### src/include/apc_pkg.sv
// Package for the alarm point configuration and compare block
`default_nettype none
package apc_pkg;
  // APB register byte offsets
  localparam logic [7:0] APC_CFG_OFF = 8'h00;
  localparam logic [7:0] APC_FNC_OFF = 8'h04;
  localparam logic [7:0] APC_CNT_OFF = 8'h08;
  localparam logic [7:0] APC_SPHY_OFF = 8'h0C;
  localparam logic [7:0] APC_ALHY_OFF = 8'h10;
  localparam logic [7:0] APC_PT1_OFF = 8'h14;
  localparam logic [7:0] APC_PT2_OFF = 8'h18;
  localparam logic [7:0] APC_STAT_OFF = 8'h1C;
  localparam logic [7:0] APC_REF1_OFF = 8'h20;
  localparam logic [7:0] APC_REF2_OFF = 8'h24;
  // Configuration bit positions of the alarm configuration page
  localparam int APC_B_ZONE1 = 0;
  localparam int APC_B_POL1 = 1;
  localparam int APC_B_SRC1 = 2;
  localparam int APC_B_ZONE2 = 3;
  localparam int APC_B_POL2 = 4;
  localparam int APC_B_SRC2 = 5;
  localparam int APC_B_DIS = 6;
  localparam int APC_B_EXTEN = 7;
  // Factory presets
  localparam logic [7:0] APC_CFG_RST = 8'h00;
  localparam logic [7:0] APC_FNC_RST = 8'h00;
  localparam logic [3:0] APC_CNT_RST = 4'h3;
  localparam logic [3:0] APC_CNT_MIN = 4'h1;
  localparam logic [3:0] APC_CNT_MAX = 4'hF;
  localparam logic [15:0] APC_HYS_RST = 16'h0020;
  localparam logic [3:0] APC_DIGIT_MAX = 4'h9;
  // Alarm modes
  localparam logic [1:0] APC_M_PROC = 2'h0;
  localparam logic [1:0] APC_M_HDEV = 2'h1;
  localparam logic [1:0] APC_M_LDEV = 2'h2;
  localparam logic [1:0] APC_M_BAND = 2'h3;
  localparam int APC_RW = 16;
  typedef enum logic [2:0] {
    APC_PG_CFG, APC_PG_FNC, APC_PG_CNT, APC_PG_SPHY, APC_PG_ALHY,
    APC_PG_OUT
  } apc_page_t;
  // Per-alarm settings as one carrier
  typedef struct packed {
    logic zone_below;
    logic pol_off;
    logic src_filt;
    logic [1:0] mode;
    logic latch;
    logic [3:0] count;
    logic [15:0] point;
    logic [15:0] ref_val;
    logic [15:0] hys;
    logic disable_all;
    logic ext_en;
  } apc_alarm_cfg_t;
  // Button pulses
  typedef struct packed {
    logic menu;
    logic min;
    logic max;
  } apc_keys_t;
endpackage : apc_pkg
`default_nettype wire

### src/logic/apc_sync.sv
// Two-flop synchroniser with rising-edge pulse
`timescale 1ns/1ps
`default_nettype none
module apc_sync (
  input wire logic pclk,
  input wire logic presetn,
  input wire logic d,
  output logic q,
  output logic rise
);
  typedef struct packed {
    logic s1;
    logic s2;
    logic s3;
  } apc_sync_st_t;
  apc_sync_st_t st_r, st_nxt;
  // Shift chain; s1 only feeds s2
  always_comb begin
    st_nxt = '{s1: d, s2: st_r.s1, s3: st_r.s2};
  end
  always_ff @(posedge pclk or negedge presetn) begin
    if (!presetn) begin
      st_r <= '0;
    end else begin
      st_r <= st_nxt;
    end
  end
  assign q = st_r.s2;
  assign rise = st_r.s2 & ~st_r.s3;
endmodule // apc_sync
`default_nettype wire

### src/logic/apc_alarm.sv
// One alarm comparator with hysteresis, qualification and latch
`timescale 1ns/1ps
`default_nettype none
module apc_alarm
  import apc_pkg::*;
(
  input wire logic pclk,
  input wire logic presetn,
  input wire apc_pkg::apc_alarm_cfg_t cfg,
  input wire logic [15:0] rdg_raw,
  input wire logic [15:0] rdg_filt,
  input wire logic rdg_valid,
  input wire logic ext_reset,
  output logic active
);
  typedef struct packed {
    logic act;
    logic [3:0] qual;
  } apc_al_st_t;
  apc_al_st_t st_r, st_nxt;
  logic signed [17:0] rdg, lo, hi, half, dev;
  logic trip, clear;
  always_comb begin
    st_nxt = st_r;
    rdg = cfg.src_filt ? {2'b00, rdg_filt} : {2'b00, rdg_raw};
    half = {3'b000, cfg.hys[15:1]};
    lo = {2'b00, cfg.point};
    hi = {2'b00, cfg.point};
    dev = rdg - {2'b00, cfg.ref_val};
    trip = 1'b0;
    clear = 1'b0;
    // Mode picks threshold; process splits the deadband evenly
    case (cfg.mode)
      APC_M_PROC: begin
        hi = lo + half;
        lo = lo - half;
      end
      APC_M_HDEV: begin
        rdg = dev;
        hi = lo;
        lo = lo - {2'b00, cfg.hys};
      end
      APC_M_LDEV: begin
        rdg = -dev;
        hi = lo;
        lo = lo - {2'b00, cfg.hys};
      end
      APC_M_BAND: begin
        rdg = (dev < 0) ? -dev : dev;
        hi = lo;
        lo = lo - {2'b00, cfg.hys};
      end
      default: begin
        hi = lo;
      end
    endcase
    // Zone bit flips the sense of the compare
    if (!cfg.zone_below) begin
      trip = rdg > hi;
      clear = rdg <= lo;
    end else begin
      trip = rdg < lo;
      clear = rdg >= hi;
    end
    if (rdg_valid) begin
      if (trip && !st_r.act) begin
        // Counter restarts on any non-qualifying reading
        if (st_r.qual + 4'h1 >= cfg.count) begin
          st_nxt.act = 1'b1;
          st_nxt.qual = '0;
        end else begin
          st_nxt.qual = st_r.qual + 4'h1;
        end
      end else if (!trip) begin
        st_nxt.qual = '0;
      end
      if (clear && !cfg.latch) begin
        st_nxt.act = 1'b0;
      end
    end
    // Latched alarm falls only to an honoured external reset or the common disable
    if (cfg.latch && ext_reset && cfg.ext_en) begin
      st_nxt.act = 1'b0;
      st_nxt.qual = '0;
    end
    if (cfg.disable_all) begin
      st_nxt = '0;
    end
  end
  always_ff @(posedge pclk or negedge presetn) begin
    if (!presetn) begin
      st_r <= '0;
    end else begin
      st_r <= st_nxt;
    end
  end
  assign active = st_r.act;
endmodule // apc_alarm
`default_nettype wire

### src/logic/apc_top.sv
// Alarm point configuration store, keypad editor and two comparators
// How it works
// Zone bit 0 alarms above the point, 1 alarms below it.
// Polarity bit 0 drives the output on while active, 1 drives it off.
// Source bit 0 compares the unfiltered reading, 1 the filtered one.
// Common disable bit 1 silences both alarms and their LEDs.
// Reset-input enable 1 honours the external alarm reset, 0 ignores it.
// Two-bit mode: process, high, low or band deviation; preset process.
// Process mode spreads the deadband equally around the point.
// Latch bit 0 self-clears the alarm, 1 holds it once tripped.
// Each alarm needs 1 to 15 consecutive qualifying readings, preset 3.
// The setpoint deadband is four decimal digits, preset 0020.
// The alarm deadband is four decimal digits, preset 0020.
// On the configuration page MIN steps eight items, MAX toggles one.
// MENU commits the page and advances through the six pages in order.
// On the count page MIN moves pairs and MAX steps a count in 1..15.
// On a deadband page MIN shows then picks digits, MAX bumps a digit.
// Factory presets load at reset, zone above and process mode.
// Latched alarms clear on honoured external reset; counts restart.
//
// Implementation choices: the register offsets and the APB register port.
`timescale 1ns/1ps
`default_nettype none
module apc_top
  import apc_pkg::*;
(
  input wire logic pclk,
  input wire logic presetn,
  input wire logic psel,
  input wire logic penable,
  input wire logic pwrite,
  input wire logic [7:0] paddr,
  input wire logic [31:0] pwdata,
  output logic [31:0] prdata,
  output logic pready,
  output logic pslverr,
  input wire logic key_menu,
  input wire logic key_min,
  input wire logic key_max,
  input wire logic ext_alarm_reset,
  input wire logic [15:0] rdg_raw,
  input wire logic [15:0] rdg_filt,
  input wire logic rdg_valid,
  output logic alarm1_out,
  output logic alarm2_out,
  output logic alarm1_led,
  output logic alarm2_led,
  output logic [2:0] page,
  output logic [2:0] cursor
);
  import apc_pkg::*;
  // Whole state: committed config, edit copies and pins
  typedef struct packed {
    logic [7:0] cfg;
    logic [7:0] fnc;
    logic [3:0] cnt1;
    logic [3:0] cnt2;
    logic [15:0] sphy;
    logic [15:0] alhy;
    logic [15:0] pt1;
    logic [15:0] pt2;
    logic [15:0] ref1;
    logic [15:0] ref2;
    logic [7:0] e_cfg;
    logic [7:0] e_fnc;
    logic [3:0] e_cnt1;
    logic [3:0] e_cnt2;
    logic [15:0] e_hys;
    apc_page_t pg;
    logic [2:0] cur;
    logic shown;
    logic [31:0] rdata;
    logic rdy;
    logic err;
    logic a1o;
    logic a2o;
    logic a1l;
    logic a2l;
  } apc_top_st_t;
  apc_top_st_t st_r, st_nxt;
  apc_keys_t keys;
  apc_alarm_cfg_t c1, c2;
  logic act1, act2, ext_q, ext_unused;
  logic [3:0] dg;

  // Buttons and reset pin come from outside; synchronise all, edge-detect only the buttons
  apc_sync u_menu (.pclk(pclk), .presetn(presetn), .d(key_menu),
    .q(), .rise(keys.menu));
  apc_sync u_min (.pclk(pclk), .presetn(presetn), .d(key_min),
    .q(), .rise(keys.min));
  apc_sync u_max (.pclk(pclk), .presetn(presetn), .d(key_max),
    .q(), .rise(keys.max));
  apc_sync u_ext (.pclk(pclk), .presetn(presetn), .d(ext_alarm_reset),
    .q(ext_q), .rise(ext_unused));

  // Committed settings per alarm
  always_comb begin
    c1 = '{zone_below: st_r.cfg[APC_B_ZONE1], pol_off: st_r.cfg[APC_B_POL1],
      src_filt: st_r.cfg[APC_B_SRC1], mode: st_r.fnc[1:0],
      latch: st_r.fnc[2], count: st_r.cnt1, point: st_r.pt1,
      ref_val: st_r.ref1, hys: st_r.alhy,
      disable_all: st_r.cfg[APC_B_DIS], ext_en: st_r.cfg[APC_B_EXTEN]};
    c2 = '{zone_below: st_r.cfg[APC_B_ZONE2], pol_off: st_r.cfg[APC_B_POL2],
      src_filt: st_r.cfg[APC_B_SRC2], mode: st_r.fnc[4:3],
      latch: st_r.fnc[5], count: st_r.cnt2, point: st_r.pt2,
      ref_val: st_r.ref2, hys: st_r.alhy,
      disable_all: st_r.cfg[APC_B_DIS], ext_en: st_r.cfg[APC_B_EXTEN]};
  end

  apc_alarm u_al1 (.pclk(pclk), .presetn(presetn), .cfg(c1),
    .rdg_raw(rdg_raw), .rdg_filt(rdg_filt), .rdg_valid(rdg_valid),
    .ext_reset(ext_q), .active(act1));
  apc_alarm u_al2 (.pclk(pclk), .presetn(presetn), .cfg(c2),
    .rdg_raw(rdg_raw), .rdg_filt(rdg_filt), .rdg_valid(rdg_valid),
    .ext_reset(ext_q), .active(act2));

  // Keypad editor, APB slave and output registers
  always_comb begin
    st_nxt = st_r;
    dg = 4'h0;
    st_nxt.rdy = 1'b0;
    st_nxt.err = 1'b0;
    // Outputs: polarity and common disable, registered to the pins
    st_nxt.a1o = ~st_r.cfg[APC_B_DIS] & (act1 ^ st_r.cfg[APC_B_POL1]);
    st_nxt.a2o = ~st_r.cfg[APC_B_DIS] & (act2 ^ st_r.cfg[APC_B_POL2]);
    st_nxt.a1l = ~st_r.cfg[APC_B_DIS] & act1;
    st_nxt.a2l = ~st_r.cfg[APC_B_DIS] & act2;
    if (keys.menu) begin
      // Commit the page being edited, then load the next page's copy
      case (st_r.pg)
        APC_PG_CFG: st_nxt.cfg = st_r.e_cfg;
        APC_PG_FNC: st_nxt.fnc = st_r.e_fnc;
        APC_PG_CNT: begin
          st_nxt.cnt1 = st_r.e_cnt1;
          st_nxt.cnt2 = st_r.e_cnt2;
        end
        APC_PG_SPHY: st_nxt.sphy = st_r.e_hys;
        APC_PG_ALHY: st_nxt.alhy = st_r.e_hys;
        default: st_nxt.cfg = st_r.cfg;
      endcase
      st_nxt.cur = '0;
      st_nxt.shown = 1'b0;
      st_nxt.e_cfg = st_nxt.cfg;
      st_nxt.e_fnc = st_nxt.fnc;
      st_nxt.e_cnt1 = st_nxt.cnt1;
      st_nxt.e_cnt2 = st_nxt.cnt2;
      case (st_r.pg)
        APC_PG_CFG: st_nxt.pg = APC_PG_FNC;
        APC_PG_FNC: st_nxt.pg = APC_PG_CNT;
        APC_PG_CNT: begin
          st_nxt.pg = APC_PG_SPHY;
          st_nxt.e_hys = st_r.sphy;
        end
        APC_PG_SPHY: begin
          st_nxt.pg = APC_PG_ALHY;
          st_nxt.e_hys = st_r.alhy;
        end
        APC_PG_ALHY: st_nxt.pg = APC_PG_OUT;
        default: st_nxt.pg = APC_PG_CFG;
      endcase
    end else if (keys.min) begin
      case (st_r.pg)
        APC_PG_CFG: st_nxt.cur = st_r.cur + 3'h1;
        APC_PG_FNC: st_nxt.cur = {1'b0, st_r.cur[1:0] + 2'h1};
        APC_PG_CNT: st_nxt.cur = {2'b00, ~st_r.cur[0]};
        APC_PG_SPHY, APC_PG_ALHY: begin
          // First press only shows the value
          if (!st_r.shown) begin
            st_nxt.shown = 1'b1;
          end else begin
            st_nxt.cur = {1'b0, st_r.cur[1:0] + 2'h1};
          end
        end
        default: st_nxt.cur = '0;
      endcase
    end else if (keys.max) begin
      case (st_r.pg)
        APC_PG_CFG: st_nxt.e_cfg[st_r.cur] = ~st_r.e_cfg[st_r.cur];
        APC_PG_FNC: begin
          case (st_r.cur[1:0])
            2'h0: st_nxt.e_fnc[1:0] = st_r.e_fnc[1:0] + 2'h1;
            2'h1: st_nxt.e_fnc[2] = ~st_r.e_fnc[2];
            2'h2: st_nxt.e_fnc[4:3] = st_r.e_fnc[4:3] + 2'h1;
            default: st_nxt.e_fnc[5] = ~st_r.e_fnc[5];
          endcase
        end
        APC_PG_CNT: begin
          // Counts wrap 15 back to 1, never 0
          if (!st_r.cur[0]) begin
            st_nxt.e_cnt1 = (st_r.e_cnt1 >= APC_CNT_MAX) ? APC_CNT_MIN
              : st_r.e_cnt1 + 4'h1;
          end else begin
            st_nxt.e_cnt2 = (st_r.e_cnt2 >= APC_CNT_MAX) ? APC_CNT_MIN
              : st_r.e_cnt2 + 4'h1;
          end
        end
        APC_PG_SPHY, APC_PG_ALHY: begin
          if (st_r.shown) begin
            // Digit 0 is the leftmost BCD digit
            dg = st_r.e_hys[(3 - st_r.cur[1:0]) * 4 +: 4];
            st_nxt.e_hys[(3 - st_r.cur[1:0]) * 4 +: 4] =
              (dg >= APC_DIGIT_MAX) ? 4'h0 : dg + 4'h1;
          end
        end
        default: st_nxt.cur = st_r.cur;
      endcase
    end
    // APB: access phase takes one wait state; deadbands and status are read-only
    if (psel && penable && !st_r.rdy) begin
      st_nxt.rdy = 1'b1;
      st_nxt.rdata = '0;
      case (paddr)
        APC_CFG_OFF: begin
          st_nxt.rdata = {24'h0000_00, st_r.cfg};
          if (pwrite) st_nxt.cfg = pwdata[7:0];
        end
        APC_FNC_OFF: begin
          st_nxt.rdata = {24'h0000_00, st_r.fnc};
          if (pwrite) st_nxt.fnc = {2'b00, pwdata[5:0]};
        end
        APC_CNT_OFF: begin
          st_nxt.rdata = {24'h0000_00, st_r.cnt2, st_r.cnt1};
          if (pwrite && pwdata[3:0] != 4'h0) st_nxt.cnt1 = pwdata[3:0];
          if (pwrite && pwdata[7:4] != 4'h0) st_nxt.cnt2 = pwdata[7:4];
        end
        APC_SPHY_OFF: st_nxt.rdata = {16'h0000, st_r.sphy};
        APC_ALHY_OFF: st_nxt.rdata = {16'h0000, st_r.alhy};
        APC_PT1_OFF: begin
          st_nxt.rdata = {16'h0000, st_r.pt1};
          if (pwrite) st_nxt.pt1 = pwdata[15:0];
        end
        APC_PT2_OFF: begin
          st_nxt.rdata = {16'h0000, st_r.pt2};
          if (pwrite) st_nxt.pt2 = pwdata[15:0];
        end
        APC_REF1_OFF: begin
          st_nxt.rdata = {16'h0000, st_r.ref1};
          if (pwrite) st_nxt.ref1 = pwdata[15:0];
        end
        APC_REF2_OFF: begin
          st_nxt.rdata = {16'h0000, st_r.ref2};
          if (pwrite) st_nxt.ref2 = pwdata[15:0];
        end
        APC_STAT_OFF: st_nxt.rdata = {24'h0000_00, 2'b00, st_r.pg,
          1'b0, act2, act1};
        default: st_nxt.err = 1'b1;
      endcase
    end
  end

  // Presets load at reset
  always_ff @(posedge pclk or negedge presetn) begin
    if (!presetn) begin
      st_r <= '0;
      st_r.cfg <= APC_CFG_RST;
      st_r.fnc <= APC_FNC_RST;
      st_r.e_cfg <= APC_CFG_RST;
      st_r.e_fnc <= APC_FNC_RST;
      st_r.cnt1 <= APC_CNT_RST;
      st_r.cnt2 <= APC_CNT_RST;
      st_r.e_cnt1 <= APC_CNT_RST;
      st_r.e_cnt2 <= APC_CNT_RST;
      st_r.sphy <= APC_HYS_RST;
      st_r.alhy <= APC_HYS_RST;
      st_r.pg <= APC_PG_CFG;
    end else begin
      st_r <= st_nxt;
    end
  end

  assign prdata = st_r.rdata;
  assign pready = st_r.rdy;
  assign pslverr = st_r.err;
  assign alarm1_out = st_r.a1o;
  assign alarm2_out = st_r.a2o;
  assign alarm1_led = st_r.a1l;
  assign alarm2_led = st_r.a2l;
  assign page = st_r.pg;
  assign cursor = st_r.cur;
endmodule // apc_top
`default_nettype wire

### config.mk
export PLATFORM = sky130hd
export DESIGN_NAME = apc_top
export DESIGN_NICKNAME = d
export VERILOG_FILES = /design/src/include/apc_pkg.sv /design/src/logic/apc_sync.sv /design/src/logic/apc_alarm.sv /design/src/logic/apc_top.sv
export SDC_FILE = /design/constraint.sdc
export NUM_CORES = 1
export LEC_CHECK = 0
export BUFFER_PORTS_ARGS = -buffer_cell sky130_fd_sc_hd__buf_2
export CORE_MARGIN = 2
export CORE_UTILIZATION = 45
export CTS_CLUSTER_SIZE = 25
export DETAILED_ROUTE_END_ITERATION = 8
export PLACE_DENSITY_LB_ADDON = 0.1
export SKIP_CTS_REPAIR_TIMING = 1
export SLEW_MARGIN = 20
export SYNTH_ARGS = -nofsm -noshare
export SYNTH_HDL_FRONTEND = slang
export SYNTH_SLANG_ARGS = --single-unit
### constraint.sdc
create_clock -name pclk -period 6.6 [get_ports pclk]
set_input_delay 0.66 -clock pclk [delete_from_list [all_inputs] [get_ports pclk]]
set_output_delay 0.66 -clock pclk [all_outputs]
set_load 0.1 [all_outputs]
Yosys cells after proc, flatten, opt, wreduce, memory -nomap -nowiden
Index checks and enable logic that the tools add are counted.
{"block": "op_classes", "n_addsub": 21, "order_cmp": 17, "muxes": 83, "n_mul": 0, "n_eq_ne": 28, "bitwise": 17, "shift": 3, "n_div": 0, "n_reduce_logical": 67}
{"op": "16-bit one-hot mux with 10 select lines", "n": 1}
{"op": "18-bit one-hot mux with 2 select lines", "n": 4}
{"op": "18-bit one-hot mux with 3 select lines", "n": 2}
{"op": "8-bit two-way mux", "n": 13}
{"op": "16-bit two-way mux", "n": 6}
{"op": "30-bit two-way mux", "n": 3}
{"op": "16-bit by 16-bit subtractor with 17-bit output", "n": 4}
{"op": "4-bit two-way mux", "n": 14}
{"op": "56-bit two-way mux", "n": 1}
{"op": "18-bit >= comparator", "n": 2}
{"op": "18-bit greater-than comparator", "n": 2}
{"op": "18-bit <= comparator", "n": 2}
{"op": "18-bit by 1-bit < comparator with 1-bit output, second input constant", "n": 2}
{"op": "18-bit < comparator", "n": 2}
{"op": "18-bit two-way mux", "n": 2}
{"op": "18-bit negation", "n": 2}
{"op": "16-bit by 15-bit adder with 17-bit output", "n": 2}
{"op": "32-bit negation with 34-bit output", "n": 1}
{"op": "4-bit by 34-bit variable shift with 16-bit output, first input constant", "n": 1}
{"op": "4-bit by 34-bit indexed part select with 16-bit output", "n": 1}
{"op": "16-bit by 15-bit subtractor with 17-bit output", "n": 2}
{"op": "16-bit by 33-bit indexed part select with 4-bit output", "n": 1}
{"op": "8-bit by 5-bit equality test with 1-bit output, second input constant", "n": 4}
{"op": "16-bit one-hot mux with 2 select lines", "n": 1}
{"op": "51 further kinds", "n": 161}
{"block": "word_totals", "reg_bits": 210, "wordCells": 280, "mem_bits_ro": 0, "ramBits": 0, "output_inout_bits": 44, "mem_count": 0, "latchBits": 0, "input_bits": 82}

Depth between registers and ports, before layout
{"block": "depth", "ltp_word": 13, "ltp_mapped": 32, "ltp_nobuf": 29}

By module
A second synthesis with hierarchy kept.
{"block": "unflattened", "cells_unflattened": 2294, "hier_area_um2": 20284.5}
{"mod": "apc_top", "instances": 1, "cells_per_inst": 894, "seq_area_each_um2": 4742.0, "area_each_um2": 9759.4}
{"mod": "apc_alarm (u_al1)", "instances": 1, "cells_per_inst": 699, "seq_area_each_um2": 125.1, "area_each_um2": 5210.0}
{"mod": "apc_alarm (u_al2)", "instances": 1, "cells_per_inst": 685, "seq_area_each_um2": 125.1, "area_each_um2": 4959.8}
{"mod": "apc_sync", "instances": 4, "cells_per_inst": 4, "seq_area_each_um2": 75.1, "area_each_um2": 88.8}

Worst setup path before layout
Ideal clock, no wire load.
{"block": "synth_path", "kind": "reg-to-reg", "startpoint": "register c2[57] (netlist name)", "endpoint": "register u_al2.st_r[1] (netlist name)", "setup_time_ps": 122, "t_arrival_ps": 6470, "period_less_slack_ps": 6592, "setup_slack_ps": 8, "stages_incl_launch_ff": 28, "path_buffers": 2, "required_ps": 6478, "cell_sequence": "dfrtp_1 -> clkbuf_1 -> clkbuf_1 -> mux2i_1 -> ha_1 -> inv_1 -> fa_1 -> a211oi_2 -> o21ai_1 -> a311o_1 -> or4b_4 -> or4_4 -> or3_1 -> or3_1 -> nor2_1 -> nor2_1 -> o221a_2 -> ha_1 -> nand2_1 -> a31oi_1 -> a21oi_1 -> a211oi_1 -> and2_1 -> nand4_1 -> o21bai_1 -> a2bb2oi_2 -> o21ai_2 -> a32o_1"}
{"block": "synth_via", "elab_chain_len": 12, "word_cells_on_any_way": 16, "cone_classes": "2 x add/sub; 3 x order compare; 1 x eq/ne; 8 x mux; 2 x reduce/logical"}
{"element": "16-bit two-way mux (*)", "line_no": "apc_alarm.sv:25", "text": "rdg = cfg.src_filt ? {2'b00, rdg_filt} : {2'b00, rdg_raw};"}
{"element": "16-bit by 16-bit subtractor with 17-bit output", "line_no": "apc_alarm.sv:29", "text": "dev = rdg - {2'b00, cfg.ref_val};"}
{"element": "18-bit negation or 18-bit by 1-bit < comparator with 1-bit output (tied branches)", "line_no": "apc_alarm.sv:44, apc_alarm.sv:49"}
{"element": "18-bit two-way mux", "line_no": "apc_alarm.sv:49", "text": "rdg = (dev < 0) ? -dev : dev;"}
{"element": "18-bit one-hot mux with 3 select lines (*)", "line_no": "apc_alarm.sv:33", "text": "case (cfg.mode)"}
{"element": "18-bit greater-than comparator or 18-bit < comparator (tied branches)", "line_no": "apc_alarm.sv:59, apc_alarm.sv:62"}
{"element": "1-bit two-way mux (*)", "line_no": "apc_alarm.sv:58", "text": "if (!cfg.zone_below) begin"}
{"element": "1-bit logical AND", "line_no": "apc_alarm.sv:66", "text": "if (trip && !st_r.act) begin"}
{"element": "4-bit two-way mux", "line_no": "apc_alarm.sv:66"}
{"element": "5-bit two-way mux", "line_no": "apc_alarm.sv:65", "text": "if (rdg_valid) begin"}
{"element": "5-bit two-way mux", "line_no": "apc_alarm.sv:82", "text": "if (cfg.latch && ext_reset && cfg.ext_en) begin"}
{"element": "5-bit two-way mux", "line_no": "apc_alarm.sv:86", "text": "if (cfg.disable_all) begin"}
{"element": "end signal: assignment", "line_no": "apc_alarm.sv:94", "text": "st_r <= st_nxt;"}
{"element": "end: declaration", "line_no": "apc_alarm.sv:20", "text": "apc_al_st_t st_r, st_nxt;"}
Mark *: on every way between the ends. The rest lies on a longest branch, timed or not. The select of a mux whose other input is x is not followed.
A chain may end at the register's enable or synchronous reset.

Worst setup path in the final report
{"block": "layout_path", "startpoint": "register c2[57] (netlist name)", "endpoint": "register u_al2.st_r[1] (netlist name)"}
{"block": "layout_via", "elab_chain_len": 12, "word_cells_on_any_way": 16, "cone_classes": "2 x add/sub; 3 x order compare; 1 x eq/ne; 8 x mux; 2 x reduce/logical"}
{"element": "16-bit two-way mux (*)", "line_no": "apc_alarm.sv:25"}
{"element": "16-bit by 16-bit subtractor with 17-bit output", "line_no": "apc_alarm.sv:29"}
{"element": "18-bit negation or 18-bit by 1-bit < comparator with 1-bit output (tied branches)", "line_no": "apc_alarm.sv:44, apc_alarm.sv:49"}
{"element": "18-bit two-way mux", "line_no": "apc_alarm.sv:49"}
{"element": "18-bit one-hot mux with 3 select lines (*)", "line_no": "apc_alarm.sv:33"}
{"element": "18-bit greater-than comparator or 18-bit < comparator (tied branches)", "line_no": "apc_alarm.sv:59, apc_alarm.sv:62"}
{"element": "1-bit two-way mux (*)", "line_no": "apc_alarm.sv:58"}
{"element": "1-bit logical AND", "line_no": "apc_alarm.sv:66"}
{"element": "4-bit two-way mux", "line_no": "apc_alarm.sv:66"}
{"element": "5-bit two-way mux", "line_no": "apc_alarm.sv:65"}
{"element": "5-bit two-way mux", "line_no": "apc_alarm.sv:82"}
{"element": "5-bit two-way mux", "line_no": "apc_alarm.sv:86"}
Marked as above.

==> out/metrics.yaml <==
worst_path_largest_cell_delay_ps: 490
boundaryPins: 126
cts_buffers: 25
root_buffer: "clkbuf_16"
fillerInstances: 3995
syn_inst: 2194
skew_ps: 20.7
drc: 0
reg2reg_from: "c2[57]"
rsz0062_at_grt: "yes"
status: "complete, no violations"
grt_overflow_total: 0
fin_util_pct: 52.3
ys_async_sr_fraction_pct: 100
synthFlopType: "dfrtp_1"
synth-seq-cells: 210
r2r-end: "u_al2.st_r[1]"
worst_slew_pin_slew_ps: 933
drtPass1Iterations: 7
arrival_ps: 6850
period_minus_slack_ps: 6420
path_class: "reg -> reg"
grt_pass1_wl_mm: 103
maxCapViolCount: 0
final-hold-violation-count: 0
areaGrowthSynthToFinish_pct: 14.5
path_clk_slew_ps: 70
reg2reg_depth: 26
p_per_area_mw_per_mm2: 461
antenna_found_initial: 2
rows: 75
synth.distinct_cells: 91
clock.fmax_mhz: 156
hp-class: "in -> async"
setup_viol: 0
yosysWarnings: 0
maxSlewViolCount: 0
syn_area_mm2: 0.0193
fp.dieH_um: 211
required_ps: 7030
wl_per_cell_um: 23.1
fin_crit_sh_pct: 97.3
seq_area_frac_synth_pct: 27.4
syn_avg_cell_area_um2: 8.78
crit_slowest_cell: "or4b_4"
irDropWorstVdd_v: 0.000288
dieArea_mm2: 0.0445
grt_max_degree: 79
clockBufferDepth: 3
hpwl_mm: 52.9
die_width_um: 211
clk_latency_ps: 540
relSlewSlack_pct: 37.6
place_congestion: 0.938
avgViaCountPerCell: 6.12
initial_utilization_pct: 45.7
drt_iter0_markers: 1375
cts.sinks: 210
h-tree-depth: 1
synthTopCellsByArea: "dfrtp_1, ha_1, mux2_2"
synth_area_leader_cell: "dfrtp_1"
diodes: 0
core_mm2: 0.0421
grt_usage_pct: 29.9
leakage_nw: 10.2
drive_gt1_share_pct: 20.7
num_vias: 17800
synth-edff-count: 0
synth_top_area_share_pct: 26.0
worstSetupStartpointType: "register"
grt_pass1_vias: 17300
power.total_mw: 10.2
cts_tree: "yes"
worstSetupEndpoint: "u_al2.st_r[1]"
r2r_slack_ps: 180
portBuffers: 93
startpoint: "c2[57]"
endpoint_kind: "register"
wirelength_mm: 67.1
crit_fanout: 8
fin_nets: 2622
antenna_left: 0
==> worst min-delay path by stage <==
stage / depth (start not counted) / slack [ps] / end / startpoint
2_1_floorplan: 0 / 330 / u_ext.q / u_ext.st_nxt[1]
3_3_place_gp: 0 / 330 / u_min.q / u_min.st_nxt[1]
3_5_place_dp: 0 / 330 / u_max.q / u_max.st_nxt[1]
4_1_cts: 1 / 100 / prdata[5] / presetn
5_1_grt: 1 / 140 / prdata[5] / presetn
6_report: 1 / 80 / prdata[5] / presetn
==> critical path: cells and delay by family (launching register included) <==
family          cells  cell delay (ps)
fa+ha+maj           3              810
compound gates     10             2270
flops               1              400
simple gates       10             2320
mux                 1              280
buf+inv             2              220
==> area by class of cell <==
cell class	instances	area [um2]	share of cell area (%)
clock inverters	7	121	0.551
repair buffers	231	1540	7.00
clock buffers	38	744	3.38
flip-flops and latches	210	5270	23.9
inverters	106	402	1.82
well taps	539	674	3.06
multi-input cells	1779	13300	60.3
==> cells by family after synthesis <==
kind of cell    after synthesis  share of synthesized area [%]
simple gates                634                           16.1
buf+inv                     220                           5.03
flops                       210                           27.4
xor+xnor                     82                           3.73
mux                         226                           13.1
compound gates              633                           22.2
fa+ha+maj                   188                           12.4
other cells                   1                         0.0195
==> synthesized netlist by cell type (all sizes together) (28+ instances only) <==
| cell | count |
|---|---|
| a21o | 48 |
| a21oi | 159 |
| a22oi | 28 |
| a31oi | 31 |
| buf | 53 |
| clkbuf | 61 |
| dfrtp | 200 |
| ha | 181 |
| inv | 104 |
| mux2 | 142 |
| mux2i | 78 |
| nand2 | 182 |
| nand2b | 37 |
| nand3 | 54 |
| nor2 | 159 |
| nor3 | 33 |
| o21ai | 118 |
| xnor2 | 45 |
| xor2 | 37 |
==> stage by stage <==
step	hold WS [ps]	worst slack, ps	cells	TNS (ps)	instance area [um2]
final	84.9	175	2910	0	22000
after detailed placement	335	-141	2860	-463	20900
after floorplan	331	8.49	2209	0	19300
after global placement	334	-74.4	2860	-173	20900
after CTS	103	-78.0	2905	-190	21800
after global routing	143	-48.6	2910	-158	22000
==> power breakdown <==
part           switching (mW)  leakage (nW)  internal [mW]
Clock                   0.579         0.425          0.894
Sequential              0.472          2.72           1.57
Combinational            3.71          7.01           2.93
Total                    4.76          10.2           5.40
==> cells in the final DEF, fill, tap and decap left out, types with 21 or more instances in the layout <==
cell type / count
dfrtp_1: 200
nand2_1: 180
ha_1: 176
a21oi_1: 156
nor2_1: 156
mux2_2: 141
buf_4: 134
o21ai_0: 111
inv_1: 103
buf_2: 92
mux2i_1: 76
nand3_1: 54
a21o_1: 48
xnor2_1: 44
nand2b_1: 37
xor2_1: 37
nor3_1: 32
a31oi_1: 30
a22oi_1: 28
o21a_1: 27
a221oi_1: 26
clkbuf_16: 25
nor2b_1: 23
o22ai_1: 21
==> registers in the layout, summed over array words and instances, names as in the netlist, 3 cells and up <==
register	count
page	3
prdata	16
u_al1.st_r	4
cursor	3
c2	42
st_r	59
c1	60
u_al2.st_r	4
==> per-layer routing <==
metal  global-route usage, %  vias to the layer above  share of wire [%]
met2                    49.7                      627                 45
met3                    2.59                      122                5.9
met4                    12.4                        2                5.0
li1                        -                     8443                  -
met5                       0                        -              0.019
met1                    40.2                     8625                 44
No activity file was read; power rests on OpenSTA's default activity.
